File: src/core/adc_test_defines.vh
// named constants for the output test and format register bank
`ifndef ADC_TEST_DEFINES_VH
`define ADC_TEST_DEFINES_VH

// register offsets
`define ADDR_CLOCK_COND 8'h09
`define ADDR_TEST_PATTERN 8'h0D
`define ADDR_OUTPUT_FORMAT 8'h14
`define ADDR_CUSTOM_ONE_LOW 8'h19
`define ADDR_CUSTOM_ONE_HIGH 8'h1A

// reset values
`define RST_CLOCK_COND 8'h01
`define RST_TEST_PATTERN 8'h00
`define RST_OUTPUT_FORMAT 8'h00
`define RST_CUSTOM 8'h00
`define RST_RDATA 8'h00

// value returned for unmapped offsets
`define RDATA_UNMAPPED 8'h00

// writable bit masks (other bits read as zero)
`define MASK_CLOCK_COND 8'h01
`define MASK_TEST_PATTERN 8'hFF
`define MASK_OUTPUT_FORMAT 8'h47

// field positions
`define DCS_BIT 0
`define USER_MODE_HI 7
`define USER_MODE_LO 6
`define PN_LONG_RST_BIT 5
`define PN_SHORT_RST_BIT 4
`define PATTERN_HI 3
`define PATTERN_LO 0
`define LVDS_LP_BIT 6
`define INVERT_BIT 2
`define FORMAT_HI 1
`define FORMAT_LO 0

// user test sequencing codes
`define USER_OFF 2'h0
`define USER_SINGLE_ALT 2'h1
`define USER_SINGLE_ONCE 2'h2
`define USER_ALT_ONCE 2'h3

// output format codes
`define FMT_OFFSET_BIN 2'h0
`define FMT_TWOS_COMP 2'h1

// output test pattern codes
`define PAT_OFF 4'h0
`define PAT_MIDSCALE 4'h1
`define PAT_POS_FS 4'h2
`define PAT_CHECKER 4'h4
`define PAT_PN23 4'h5
`define PAT_PN9 4'h6
`define PAT_WORD_TOGGLE 4'h7
`define PAT_USER 4'h8
`define PAT_BIT_TOGGLE 4'h9
`define PAT_SYNC 4'hA
`define PAT_ONE_HIGH 4'hB
`define PAT_MIXED 4'hC

// pattern words, offset binary, 10 bits
`define WORD_MIDSCALE 10'h200
`define WORD_POS_FS 10'h3FF
`define WORD_ZEROS 10'h000
`define WORD_CHECK_A 10'h155
`define WORD_CHECK_B 10'h2AA
`define WORD_BIT_TOGGLE 10'h2AA
`define WORD_SYNC 10'h01F
`define WORD_ONE_HIGH 10'h200
`define WORD_MIXED_A 10'h0A3
`define WORD_MIXED_B 10'h35C

// pseudorandom generator shapes
`define PN23_WIDTH 23
`define PN23_TAP 18
`define PN9_WIDTH 9
`define PN9_TAP 5

`endif

File: src/core/lfsr_gen.v
// fibonacci lfsr with hold-to-seed control, one step per enable
`timescale 1ns/10ps
module lfsr_gen #(
  parameter WIDTH = 9,
  parameter TAP = 5
) (
  input wire clock_in,              // system clock
  input wire srst_in,               // sync reset, active high
  input wire hold_in,               // keep generator at its seed
  input wire step_in,               // advance one position
  output wire [WIDTH-1:0] state_out // current register contents
);
  reg [WIDTH-1:0] lfsr_q;
  reg [WIDTH-1:0] lfsr_d;

  assign state_out = lfsr_q;

  always @* begin
    lfsr_d = lfsr_q;
    if (hold_in) begin
      lfsr_d = {WIDTH{1'b1}};
    end else if (step_in) begin
      lfsr_d = {lfsr_q[WIDTH-2:0], lfsr_q[WIDTH-1] ^ lfsr_q[TAP-1]};
    end
  end

  // all-ones seed: an all-zero state would lock the sequence
  always @(posedge clock_in) begin
    if (srst_in) begin
      lfsr_q <= {WIDTH{1'b1}};
    end else begin
      lfsr_q <= lfsr_d;
    end
  end
endmodule

File: src/core/adc_output_test_config.v
// output test, format and clock configuration bank of a quad converter
//
// Overview of operation
// - user sequencing field: off, single alternate, single once, alternate once
// - pattern code 0000, the reset value, passes converted data
// - 0001 drives midscale word, 0010 drives positive full-scale word
// - 0101 drives long pseudorandom sequence, 0110 the short one
// - 0111 alternates all-ones/all-zeros words, 1001 toggles bits
// - 0100 checker, 1000 user word, 1010 sync, 1011 one high, 1100 mixed
// - every test pattern follows the selected number format
// - format field, invert bit, low-power signalling bit; all reset zero
// - user word comes from separate low and high byte registers
`timescale 1ns/10ps
`include "adc_test_defines.vh"
module adc_output_test_config #(
  parameter CHANNELS = 4,
  parameter BITS = 10
) (
  input wire clock_in,                        // 20 MHz clock
  input wire srst_in,                         // sync reset, active high
  input wire reg_wr_in,                       // register write strobe
  input wire reg_rd_in,                       // register read strobe
  input wire [7:0] reg_addr_in,               // register offset
  input wire [7:0] reg_wdata_in,              // write data
  output reg [7:0] reg_rdata_out,             // read data, next cycle
  input wire sample_valid_in,                 // one-cycle sample pulse
  input wire [CHANNELS*BITS-1:0] adc_data_in, // converted words, ch0 low
  output reg [CHANNELS*BITS-1:0] data_out,    // formatted output words
  output reg data_valid_out,                  // data_out updated
  output wire dcs_enable_out,                 // duty cycle stabilizer on
  output wire lvds_low_power_out,             // reduced swing signalling
  output wire test_active_out                 // test data replaces data
);
  // ************************************************************
  // register file
  // ************************************************************
  reg [7:0] clock_conditioning_control_q;
  reg [7:0] test_pattern_control_q;
  reg [7:0] output_format_control_q;
  reg [7:0] custom_word_one_low_q;
  reg [7:0] custom_word_one_high_q;
  reg [7:0] rdata_d;
  wire test_write;

  assign test_write = reg_wr_in && (reg_addr_in == `ADDR_TEST_PATTERN);

  always @(posedge clock_in) begin
    if (srst_in) begin
      clock_conditioning_control_q <= `RST_CLOCK_COND;
      test_pattern_control_q <= `RST_TEST_PATTERN;
      output_format_control_q <= `RST_OUTPUT_FORMAT;
      custom_word_one_low_q <= `RST_CUSTOM;
      custom_word_one_high_q <= `RST_CUSTOM;
    end else if (reg_wr_in) begin
      case (reg_addr_in)
        `ADDR_CLOCK_COND: begin
          clock_conditioning_control_q <= reg_wdata_in & `MASK_CLOCK_COND;
        end
        `ADDR_TEST_PATTERN: begin
          test_pattern_control_q <= reg_wdata_in & `MASK_TEST_PATTERN;
        end
        `ADDR_OUTPUT_FORMAT: begin
          output_format_control_q <= reg_wdata_in & `MASK_OUTPUT_FORMAT;
        end
        `ADDR_CUSTOM_ONE_LOW: begin
          custom_word_one_low_q <= reg_wdata_in;
        end
        `ADDR_CUSTOM_ONE_HIGH: begin
          custom_word_one_high_q <= reg_wdata_in;
        end
        default: begin
        end
      endcase
    end
  end

  always @* begin
    case (reg_addr_in)
      `ADDR_CLOCK_COND: rdata_d = clock_conditioning_control_q;
      `ADDR_TEST_PATTERN: rdata_d = test_pattern_control_q;
      `ADDR_OUTPUT_FORMAT: rdata_d = output_format_control_q;
      `ADDR_CUSTOM_ONE_LOW: rdata_d = custom_word_one_low_q;
      `ADDR_CUSTOM_ONE_HIGH: rdata_d = custom_word_one_high_q;
      default: rdata_d = `RDATA_UNMAPPED;
    endcase
  end

  // read data holds until the next read strobe
  always @(posedge clock_in) begin
    if (srst_in) begin
      reg_rdata_out <= `RST_RDATA;
    end else if (reg_rd_in) begin
      reg_rdata_out <= rdata_d;
    end
  end

  // ************************************************************
  // decoded controls
  // ************************************************************
  wire [1:0] user_mode;
  wire [3:0] pattern_sel;
  wire [1:0] format_sel;
  wire invert_on;
  wire [15:0] custom_word;
  wire [BITS-1:0] user_word;

  assign user_mode =
    test_pattern_control_q[`USER_MODE_HI:`USER_MODE_LO];
  assign pattern_sel = test_pattern_control_q[`PATTERN_HI:`PATTERN_LO];
  assign format_sel = output_format_control_q[`FORMAT_HI:`FORMAT_LO];
  assign invert_on = output_format_control_q[`INVERT_BIT];
  assign dcs_enable_out = clock_conditioning_control_q[`DCS_BIT];
  assign lvds_low_power_out = output_format_control_q[`LVDS_LP_BIT];
  // the output word is narrower than the pattern; keep its upper bits
  assign custom_word = {custom_word_one_high_q, custom_word_one_low_q};
  assign user_word = custom_word[15:16-BITS];

  // ************************************************************
  // pattern generators
  // ************************************************************
  wire [`PN23_WIDTH-1:0] pn23_state;
  wire [`PN9_WIDTH-1:0] pn9_state;
  wire [BITS-1:0] pn23_word;
  wire [BITS-1:0] pn9_word;
  reg alt_q;

  lfsr_gen #(
    .WIDTH(`PN23_WIDTH),
    .TAP(`PN23_TAP)
  ) pn_long (
    .clock_in(clock_in),
    .srst_in(srst_in),
    .hold_in(test_pattern_control_q[`PN_LONG_RST_BIT]),
    .step_in(sample_valid_in),
    .state_out(pn23_state)
  );

  lfsr_gen #(
    .WIDTH(`PN9_WIDTH),
    .TAP(`PN9_TAP)
  ) pn_short (
    .clock_in(clock_in),
    .srst_in(srst_in),
    .hold_in(test_pattern_control_q[`PN_SHORT_RST_BIT]),
    .step_in(sample_valid_in),
    .state_out(pn9_state)
  );

  assign pn23_word = pn23_state[BITS-1:0];
  // short register is one bit narrower than the word; repeat its lsb
  assign pn9_word = {pn9_state[0], pn9_state};

  // alternation phase for toggling patterns, one flip per sample
  always @(posedge clock_in) begin
    if (srst_in) begin
      alt_q <= 1'b0;
    end else if (sample_valid_in) begin
      alt_q <= ~alt_q;
    end
  end

  // ************************************************************
  // user test sequencing
  // ************************************************************
  localparam SEQ_FIRST = 2'b00;
  localparam SEQ_SECOND = 2'b01;
  localparam SEQ_DONE = 2'b10;

  reg [1:0] seq_q;
  reg [1:0] seq_d;
  reg seq_user;
  reg [BITS-1:0] seq_word;

  always @* begin
    seq_d = seq_q;
    seq_user = 1'b0;
    seq_word = user_word;
    case (user_mode)
      `USER_SINGLE_ALT: begin
        seq_user = 1'b1;
        seq_word = (seq_q == SEQ_SECOND) ? ~user_word : user_word;
        seq_d = (seq_q == SEQ_SECOND) ? SEQ_FIRST : SEQ_SECOND;
      end
      `USER_SINGLE_ONCE: begin
        seq_user = (seq_q == SEQ_FIRST);
        seq_d = SEQ_DONE;
      end
      `USER_ALT_ONCE: begin
        seq_user = (seq_q != SEQ_DONE);
        seq_word = (seq_q == SEQ_SECOND) ? ~user_word : user_word;
        seq_d = (seq_q == SEQ_FIRST) ? SEQ_SECOND : SEQ_DONE;
      end
      default: begin
        seq_d = SEQ_FIRST;
      end
    endcase
  end

  // a write to the test register restarts the one-shot sequences
  always @(posedge clock_in) begin
    if (srst_in || test_write) begin
      seq_q <= SEQ_FIRST;
    end else if (sample_valid_in) begin
      seq_q <= seq_d;
    end
  end

  // ************************************************************
  // built-in pattern select, offset binary
  // ************************************************************
  reg [BITS-1:0] pat_word;
  wire pattern_on;

  always @* begin
    case (pattern_sel)
      `PAT_MIDSCALE: pat_word = `WORD_MIDSCALE;
      `PAT_POS_FS: pat_word = `WORD_POS_FS;
      `PAT_CHECKER: pat_word = alt_q ? `WORD_CHECK_B : `WORD_CHECK_A;
      `PAT_PN23: pat_word = pn23_word;
      `PAT_PN9: pat_word = pn9_word;
      `PAT_WORD_TOGGLE: pat_word = alt_q ? `WORD_ZEROS : `WORD_POS_FS;
      `PAT_USER: pat_word = user_word;
      `PAT_BIT_TOGGLE: pat_word = `WORD_BIT_TOGGLE;
      `PAT_SYNC: pat_word = `WORD_SYNC;
      `PAT_ONE_HIGH: pat_word = `WORD_ONE_HIGH;
      `PAT_MIXED: pat_word = alt_q ? `WORD_MIXED_B : `WORD_MIXED_A;
      default: pat_word = `WORD_ZEROS;
    endcase
  end

  // unlisted codes fall back to converted data like code 0000
  assign pattern_on = (pattern_sel == `PAT_MIDSCALE) ||
    (pattern_sel == `PAT_POS_FS) ||
    ((pattern_sel >= `PAT_CHECKER) && (pattern_sel <= `PAT_MIXED));
  assign test_active_out = seq_user || pattern_on;

  // ************************************************************
  // per-channel select, format and invert
  // ************************************************************
  // one continuous assign per lane slice keeps a single driver per bit
  wire [CHANNELS*BITS-1:0] data_d;
  genvar ch;
  generate
    for (ch = 0; ch < CHANNELS; ch = ch + 1) begin : lane
      wire [BITS-1:0] raw_word;
      wire [BITS-1:0] fmt_word;
      // user sequencing overrides the built-in pattern
      assign raw_word = seq_user ? seq_word :
        pattern_on ? pat_word : adc_data_in[ch*BITS +: BITS];
      // twos complement is offset binary with the msb flipped
      assign fmt_word = (format_sel == `FMT_TWOS_COMP) ?
        {~raw_word[BITS-1], raw_word[BITS-2:0]} : raw_word;
      assign data_d[ch*BITS +: BITS] = invert_on ? ~fmt_word : fmt_word;
    end
  endgenerate

  always @(posedge clock_in) begin
    if (srst_in) begin
      data_out <= {CHANNELS*BITS{1'b0}};
      data_valid_out <= 1'b0;
    end else begin
      data_valid_out <= sample_valid_in;
      if (sample_valid_in) begin
        data_out <= data_d;
      end
    end
  end
endmodule

File: config.mk
export PLATFORM = sky130hd
export DESIGN_NAME = adc_output_test_config
export DESIGN_NICKNAME = d
export VERILOG_FILES = /design/src/core/lfsr_gen.v /design/src/core/adc_output_test_config.v
export VERILOG_INCLUDE_DIRS = /design/src /design/src/core
export SDC_FILE = /design/constraint.sdc
export NUM_CORES = 1
export LEC_CHECK = 0
export BUFFER_PORTS_ARGS = -buffer_cell sky130_fd_sc_hd__buf_2
export CORE_MARGIN = 1
export CORE_UTILIZATION = 26
export CTS_CLUSTER_DIAMETER = 120
export CTS_CLUSTER_SIZE = 16
export DETAILED_ROUTE_END_ITERATION = 7
export HOLD_SLACK_MARGIN = 0.08
export PLACE_DENSITY_LB_ADDON = 0.15
export SYNTH_ARGS = -nofsm -noshare
export SYNTH_HDL_FRONTEND = slang
export SYNTH_SLANG_ARGS = --single-unit
File: constraint.sdc
create_clock -name clock_in -period 3.7 [get_ports clock_in]
set_input_delay 1.11 -clock clock_in [delete_from_list [all_inputs] [get_ports clock_in]]
set_output_delay 1.11 -clock clock_in [all_outputs]
set_load 0.05 [all_outputs]
==> flow_summary.yaml, run 1 <==
critical_path:
  setup.worst_path.end: "test_active_out"
  cp.depth: 4
  rr_worst_depth: 6
  path_cells: "or4bb_1, nand3_2, nand2_2, buf_2"
  end_kind: "output pin"
  critPathLaunch: "test_pattern_control_q[3]"
  slowest_delay_ns: 0.60
  reg2reg_from: "test_pattern_control_q[3]"
  critical_path_buf_inv_count: 1
  cp_max_fo: 24
  arrival_ns: 2.08
  critPathKind: "reg -> out"
  critPathTopFamily: "simple AND/OR/NAND/NOR gates"
  rr_endpoint: "data_out[33]"
  crit_slowest_cell: "or4bb_1"
  r2r_slack_ns: 0.93
  worst_ep_required_time_ns: 2.59
  cp-start-kind: "register"
finish:
  diodes: 0
  multi_input_area_mm2: 0.003211
  syn_to_final_growth_pct: 24.51
  regArea_mm2: 0.002262
  drive_above_1_share_pct: 21.56
  stdcell_count: 1059
  finalNetCount: 832
  fill_cells: 2269
clock_network:
  clockRootBuffer: "clkbuf_16"
  post_cts_buffers: 0
  ctsResizeCount: 0
  clkTransAtPathRegs_ns: 0.06
  cts_buffers: 17
  hold_buffers: 0
  cts_tree: "yes"
  cts.sinks: 113
  htreeDepth: 4
  clk_path_buf_depth: 2
  clkLatencyLatePin_ns: 0.42
die:
  die_area_mm2: 0.02251
  rows: 53
  io_pins: 113
  die_h_um: 150.0
  die_w_um: 150.0
  core_area_mm2: 0.02122
  start_util_pct: 26.85
placed_design:
  hpwl_mm: 12.23
  io_buffers: 112
  gp_congestion: 0.7643
  dp_cells: 1027
synth:
  synth_seq_cells: 113
  synthTopCellsByArea: "dfxtp_1 40%, mux2i_1 9.8%, nor2_1 5.9%, nand2_1 4.9%, a21oi_1 2.6%"
  synth_edf_count: 0
  synthCells: 675
  yosys.area.top_type: "dfxtp_1"
  yosysUniqueCellTypes: 71
  synth_seq_area_share_pct: 39.70
  synth_warnings: 0
  syn-cell-area_mm2: 0.005698
  synth.top_cell.area_share_pct: 39.70
  synth_ff_type: "dfxtp_1"
  syn_area_per_cell_um2: 8.441
  synth_nets: 736
  async_flop_share_pct: 0
pwr:
  switching_share_pct: 26.54
  p_seq_share_pct: 39.1
  p_leak_nw: 2.924
  ir_worst_vdd_mv: 0.2275
  p_per_area_mw_per_mm2: 462.1
  combPwrFrac_pct: 10.9
  intPower_mw: 2.408
  p_switching_mw: 0.8702
  power_frac_clock_pct: 50.0
timing:
  hold_viol_final: 0
  fmax_mhz: 313.3
  relSlewSlack_pct: 40.68
  final.setup.tns_ns: 0
  finalCriticalPeriod_ns: 3.192
  final.setup_skew_ns: 0.007588
  worstMarginPinSlew_ns: 0.8774
  whs_ns: 0.4654
  setup_viol_count_final: 0
  drv_slew: 0
  rsz0062_at_grt: "no"
  finalCritPeriodShare_pct: 86.27
drt:
  post_drt_wl_per_cell_um: 16.20
  antenna_left: 0
  drt_wl_total_mm: 17.16
  drc: 0
  drt_iter0_markers: 277
  drt-pass1-iter-count: 4
  vias: 5310
  via_per_inst: 5.014
global_routing:
  grt_pass1_vias: 4996
  grt_usage_pct: 15.77
  grt_pass1_wl_mm: 27.44
  grt_overflow: 0
  antenna_found_initial: 0
  grt_max_degree: 42
run:
  drv_cap: 0
min_path:
  hold_path_class: "reg -> reg"
run_status:
  status: "completed"
[worst min-delay path: cells and delay by family, from the launching register on]
| family | cells | cell delay (ns) |
|---|---|---|
| and+or+nand+nor | 2 | 0.12 |
| DFF | 1 | 0.32 |
[flip-flops by register name, summed over array words and instances (netlist names)]
| register | cells |
|---|---|
| clock_conditioning_control_q | 1 |
| data_out | 40 |
| pn_short.state_out | 9 |
| test_pattern_control_q | 8 |
| pn_long.state_out | 23 |
| custom_word_one_low_q | 8 |
| seq_q | 2 |
| alt_q | 1 |
| output_format_control_q | 4 |
| custom_word_one_high_q | 8 |
| data_valid_out | 1 |
| reg_rdata_out | 8 |
[metrics by stage]
| step | util (%) | area, um^2 | worst slack [ns] | power, mW |
|---|---|---|---|---|
| 2_1_floorplan | - | 5698 | 0.7923 | 1.554 |
| 3_3_place_gp | 30.60 | 6494 | 0.6956 | 1.669 |
| 3_5_place_dp | 30.60 | 6494 | 0.6552 | 1.667 |
| 4_1_cts | 33.43 | 7094 | 0.5098 | 3.326 |
| 5_1_grt | 33.43 | 7094 | 0.4079 | 3.418 |
| 6_report | 33.43 | 7094 | 0.5081 | 3.278 |
[placed cells by master, fill, tap and decap left out, types with 7 or more instances in the layout]
cell type,count
mux2i_1,56
nand3_1,15
buf_2,112
o21ai_0,27
nand2b_1,10
nand2_1,74
and4_1,8
nor4_1,14
o22ai_1,11
nor2b_1,11
nand3b_1,9
a21oi_1,30
a211oi_1,13
buf_4,13
o211ai_1,7
nor3_1,20
a32o_1,9
dfxtp_1,113
clkinvlp_4,8
clkbuf_16,17
a22oi_1,12
nor2_1,90
[kinds of logic (layout without fill, tap and decap cells)]
kind of cell,Yosys count,in the layout,share of synthesized area (%)
simple gates,289,289,25.58
compound gates,157,157,19.85
flops,113,113,39.70
mux,56,56,9.838
buf+inv,53,162,3.952
xor+xnor,7,7,1.076
[power by group through the flow]
stage	sequential (mW)	combinational [mW]	clock, mW
4_1_cts	1.28	0.358	1.68
2_1_floorplan	1.42	0.134	0
6_report	1.28	0.356	1.64
3_3_place_gp	1.31	0.359	0
5_1_grt	1.29	0.383	1.75
3_5_place_dp	1.31	0.358	0
[layout make-up]
class,instances,area share [%]
clock inverters,12,1.887
flip-flops and latches,113,31.89
multi-input cells,509,45.26
inverters,5,0.2646
clock buffers,20,6.578
repair buffers,125,9.277
well taps,275,4.850
[synthesized netlist by cell type (5+ instances only)]
library cell	number
nor3_1	20
clkbuf_1	31
a211oi_1	13
a22oi_1	12
nand2_1	74
nor2_1	90
mux2i_1	56
a21oi_1	30
or2_0	6
o22a_1	5
nand3b_1	9
nor4_1	14
o21ai_0	27
nor2b_1	11
buf_1	5
o211ai_1	7
nand3_1	15
xnor2_1	6
or4b_1	5
nand2b_1	10
buf_2	9
and4_1	8
o22ai_1	11
dfxtp_1	113
a32o_1	9
inv_1	5
[routing by layer]
layer / up-vias / GRT usage [%] / wire, um
met3: 23 / 3.201 / 647
met2: 101 / 23.63 / 7677
met4: 0 / 6.414 / 342
met1: 2512 / 21.88 / 8492
met5: - / 0 / 0
li1: 2674 / - / -
[worst min path at each step]
| stage | from | to | slack, ns | cells past startpoint |
|---|---|---|---|---|
| after floorplan | pn_long.state_out[10] | pn_long.state_out[10] | 0.44 | 2 |
| after global placement | data_out[9] | data_out[9] | 0.46 | 2 |
| after detailed placement | data_out[6] | data_out[6] | 0.46 | 2 |
| after CTS | data_out[6] | data_out[6] | 0.47 | 2 |
| after global routing | data_out[19] | data_out[19] | 0.48 | 2 |
| final | data_out[9] | data_out[9] | 0.47 | 2 |
No activity file was read; power rests on OpenSTA's default activity.
==> run 2, diff against run 1 <==
--- a/config.mk
+++ b/config.mk
@@ -6,6 +6,7 @@
 export SDC_FILE = /design/constraint.sdc
 export NUM_CORES = 1
 export LEC_CHECK = 0
+export ABC_AREA = 1
 export BUFFER_PORTS_ARGS = -buffer_cell sky130_fd_sc_hd__buf_2
 export CORE_MARGIN = 1
 export CORE_UTILIZATION = 26
==> run 2 against run 1 <==
  * Critical path depth up 2
  * Register-to-register slack gained 0.26 ns
  * Total power up 1.9%
  * Area after synthesis increased by 11%
  * Non-clock buffer count decreased by 4
  * Count of clock-buffer cells in the layout is 1 lower
  * Sequential cell count unchanged
  * Routed wire length grew 23%
  * Synthesized cell count up 54%
  * Clock skew increased by 0.0032 ns
  * Clock power fell by 4%
  * Die area increased by 11%
==> flow_summary.yaml, run 2 <==
finish:
  finalNetCount: 1186
  final_cell_mix: "347 x nand2_1, 150 x nand3_1, 117 x inv_1"
  diodes: 0
  final_cell_area_mm2: 0.007696
  top_register: "data_out"
  largest_reg_flops: 40
  final_common_cell: "nand2_1"
  syn_to_final_growth_pct: 21.47
  drive_above_1_share_pct: 14.94
critical_path:
  end_kind: "output pin"
  arrival_ns: 1.81
  crit_slowest_cell: "dfxtp_1"
  crit_top_cell: "nand2_2"
  rr_worst_depth: 14
  critPathKind: "reg -> out"
  slowest_delay_ns: 0.48
  worst_ep_required_time_ns: 2.59
  path_cells: "inv_1, nand2_2, nand3_1, nand2_2, nand2_1, buf_2"
  cp_max_fo: 12
  cp-start-kind: "register"
synth:
  synthTopCellsByCount: "347 x nand2_1, 150 x nand3_1, 117 x inv_1"
  synthCells: 1039
  syn_area_per_cell_um2: 6.098
  synth_nets: 1100
  async_flop_share_pct: 0
  synth_warnings: 0
  synthTopCellsByArea: "dfxtp_1 36%, nand2_1 21%, nand3_1 12%, inv_1 6.9%, nor2_1 6.1%"
  synth_ff_type: "dfxtp_1"
  synth_edf_count: 0
  synth.area.mux_share_pct: 0
  synth_xor_xnor_area_share_pct: 0.1382
  synth.top_cell.area_share_pct: 35.70
  synth_seq_area_share_pct: 35.70
  synth_compound_area_share_pct: 7.346
  syn-cell-area_mm2: 0.006336
  yosys.area.top_type: "dfxtp_1"
  synth_simple_gate_area_share_pct: 45.75
  yosysMostFrequentCell: "nand2_1"
  synthAdderAreaFrac_pct: 0
  synth_seq_cells: 113
  synth_top_family_by_area: "simple AND/OR/NAND/NOR gates"
  yosysUniqueCellTypes: 33
pwr:
  ir_worst_vdd_mv: 0.1919
  p_per_area_mw_per_mm2: 434.2
  p_leak_nw: 4.025
clock_network:
  hold_buffers: 0
  clk_path_buf_depth: 2
  clockRootBuffer: "clkbuf_16"
  cts_buffers: 17
  cts_tree: "yes"
  ctsResizeCount: 0
  post_cts_buffers: 0
  clkLatencyLatePin_ns: 0.43
  htreeDepth: 4
  clkTransAtPathRegs_ns: 0.06
  cts.sinks: 113
die:
  die_area_mm2: 0.02500
  rows: 56
  core_area_mm2: 0.02368
  die_w_um: 158.1
  die_h_um: 158.1
  start_util_pct: 26.75
  io_pins: 113
timing:
  final.setup.tns_ns: 0
  final.setup_skew_ns: 0.01081
  setup_viol_count_final: 0
  finalCritPeriodShare_pct: 79.02
  finalCriticalPeriod_ns: 2.924
  worstMarginPinSlew_ns: 0.8127
  hold_viol_final: 0
  relSlewSlack_pct: 45.76
  rsz0062_at_grt: "no"
  setup_slack_ns: 0.7764
  fmax_mhz: 342.0
  drv_slew: 0
placed_design:
  dp_slack_ns: 0.8505
  placed_area_mm2: 0.007133
  io_buffers: 112
  hpwl_mm: 14.63
  gp_congestion: 0.8505
drt:
  drc: 0
  via_per_inst: 4.615
  antenna_left: 0
  drt-pass1-iter-count: 7
  drt_iter0_markers: 526
  drt_wl_total_mm: 21.12
  post_drt_wl_per_cell_um: 14.49
  vias: 6724
min_path:
  hold_depth: 2
  hold_path_class: "reg -> reg"
global_routing:
  grt_usage_pct: 17.32
  grt_pass1_vias: 5995
  grt_max_degree: 114
  antenna_found_initial: 0
  grt_overflow: 0
  grt_pass1_wl_mm: 32.64
run_status:
  status: "completed"
run:
  drv_cap: 0
==> run 2: changes by cell type in the layout (fill, tap and decap cells not counted), moves of 11 or more <==
cell      delta
a211oi_1    -13
a21oi_1     +12
a22oi_1     -12
inv_1      +112
mux2i_1     -56
nand2_1    +273
nand3_1    +135
nand3b_1    +31
nor2_1      +13
nor2b_1     -11
nor3_1      -16
nor4_1      -12
o22ai_1     -11
==> run 2: final cells by class <==
cell class | count | area [um^2]
Timing Repair Buffer | 121 | 643.1
Inverter | 121 | 455.4
Sequential cell | 113 | 2262
Clock inverter | 13 | 130.1
Tap cell | 319 | 399.1
Multi-Input combinational cell | 751 | 3373
Clock buffer | 19 | 432.9
Fill cell | 2716 | 15990
==> run 2: metrics by stage <==
step                instances  hold slack, ns  total power [mW]  util (%)
CTS                      1457          0.4589             3.387     32.50
finish                   1457          0.4562             3.342     32.50
global route             1457          0.4813             3.508     32.50
global placement         1425          0.4385             1.794     30.12
floorplan                1039          0.4247             1.665         -
detailed placement       1425          0.4426             1.794     30.12
==> run 2: per-layer routing <==
metal	routed length [um]	track usage (%)
met1	10420	24.36
met2	8963	25.69
met3	1305	3.778
met4	426	6.227
met5	0	0
==> run 2: path summary, 6_finish.rpt <==
| check | startpoint | to | slack, ns |
|---|---|---|---|
| setup reg to reg | test_pattern_control_q[0] | data_out[3] | 1.19 |
| hold / removal | pn_long.state_out[21] | pn_long.state_out[21] | 0.46 |
| hold reg to reg | pn_long.state_out[21] | pn_long.state_out[21] | 0.46 |
| setup / recovery | test_pattern_control_q[0] | test_active_out | 0.78 |
==> run 2: power breakdown <==
group | total (mW) | internal (mW) | switching, mW
registers | 1.31 | 1.28 | 0.0346
clock network | 1.57 | 0.932 | 0.643
logic | 0.455 | 0.142 | 0.313
==> run 2: cells by family (layout without fill, tap and decap cells) <==
family,after synthesis,count (layout)
AOI/OAI and AO/OA,88,88
xor gates and xnor gates,1,1
buffers and inverters,175,274
DFF,113,113
and+or+nand+nor,662,662
==> run 2: critical path: cells and delay by family, from the launching register on <==
| kind | cells | cell delay [ns] |
|---|---|---|
| flops | 1 | 0.48 |
| simple gates | 4 | 0.53 |
| buf+inv | 2 | 0.37 |
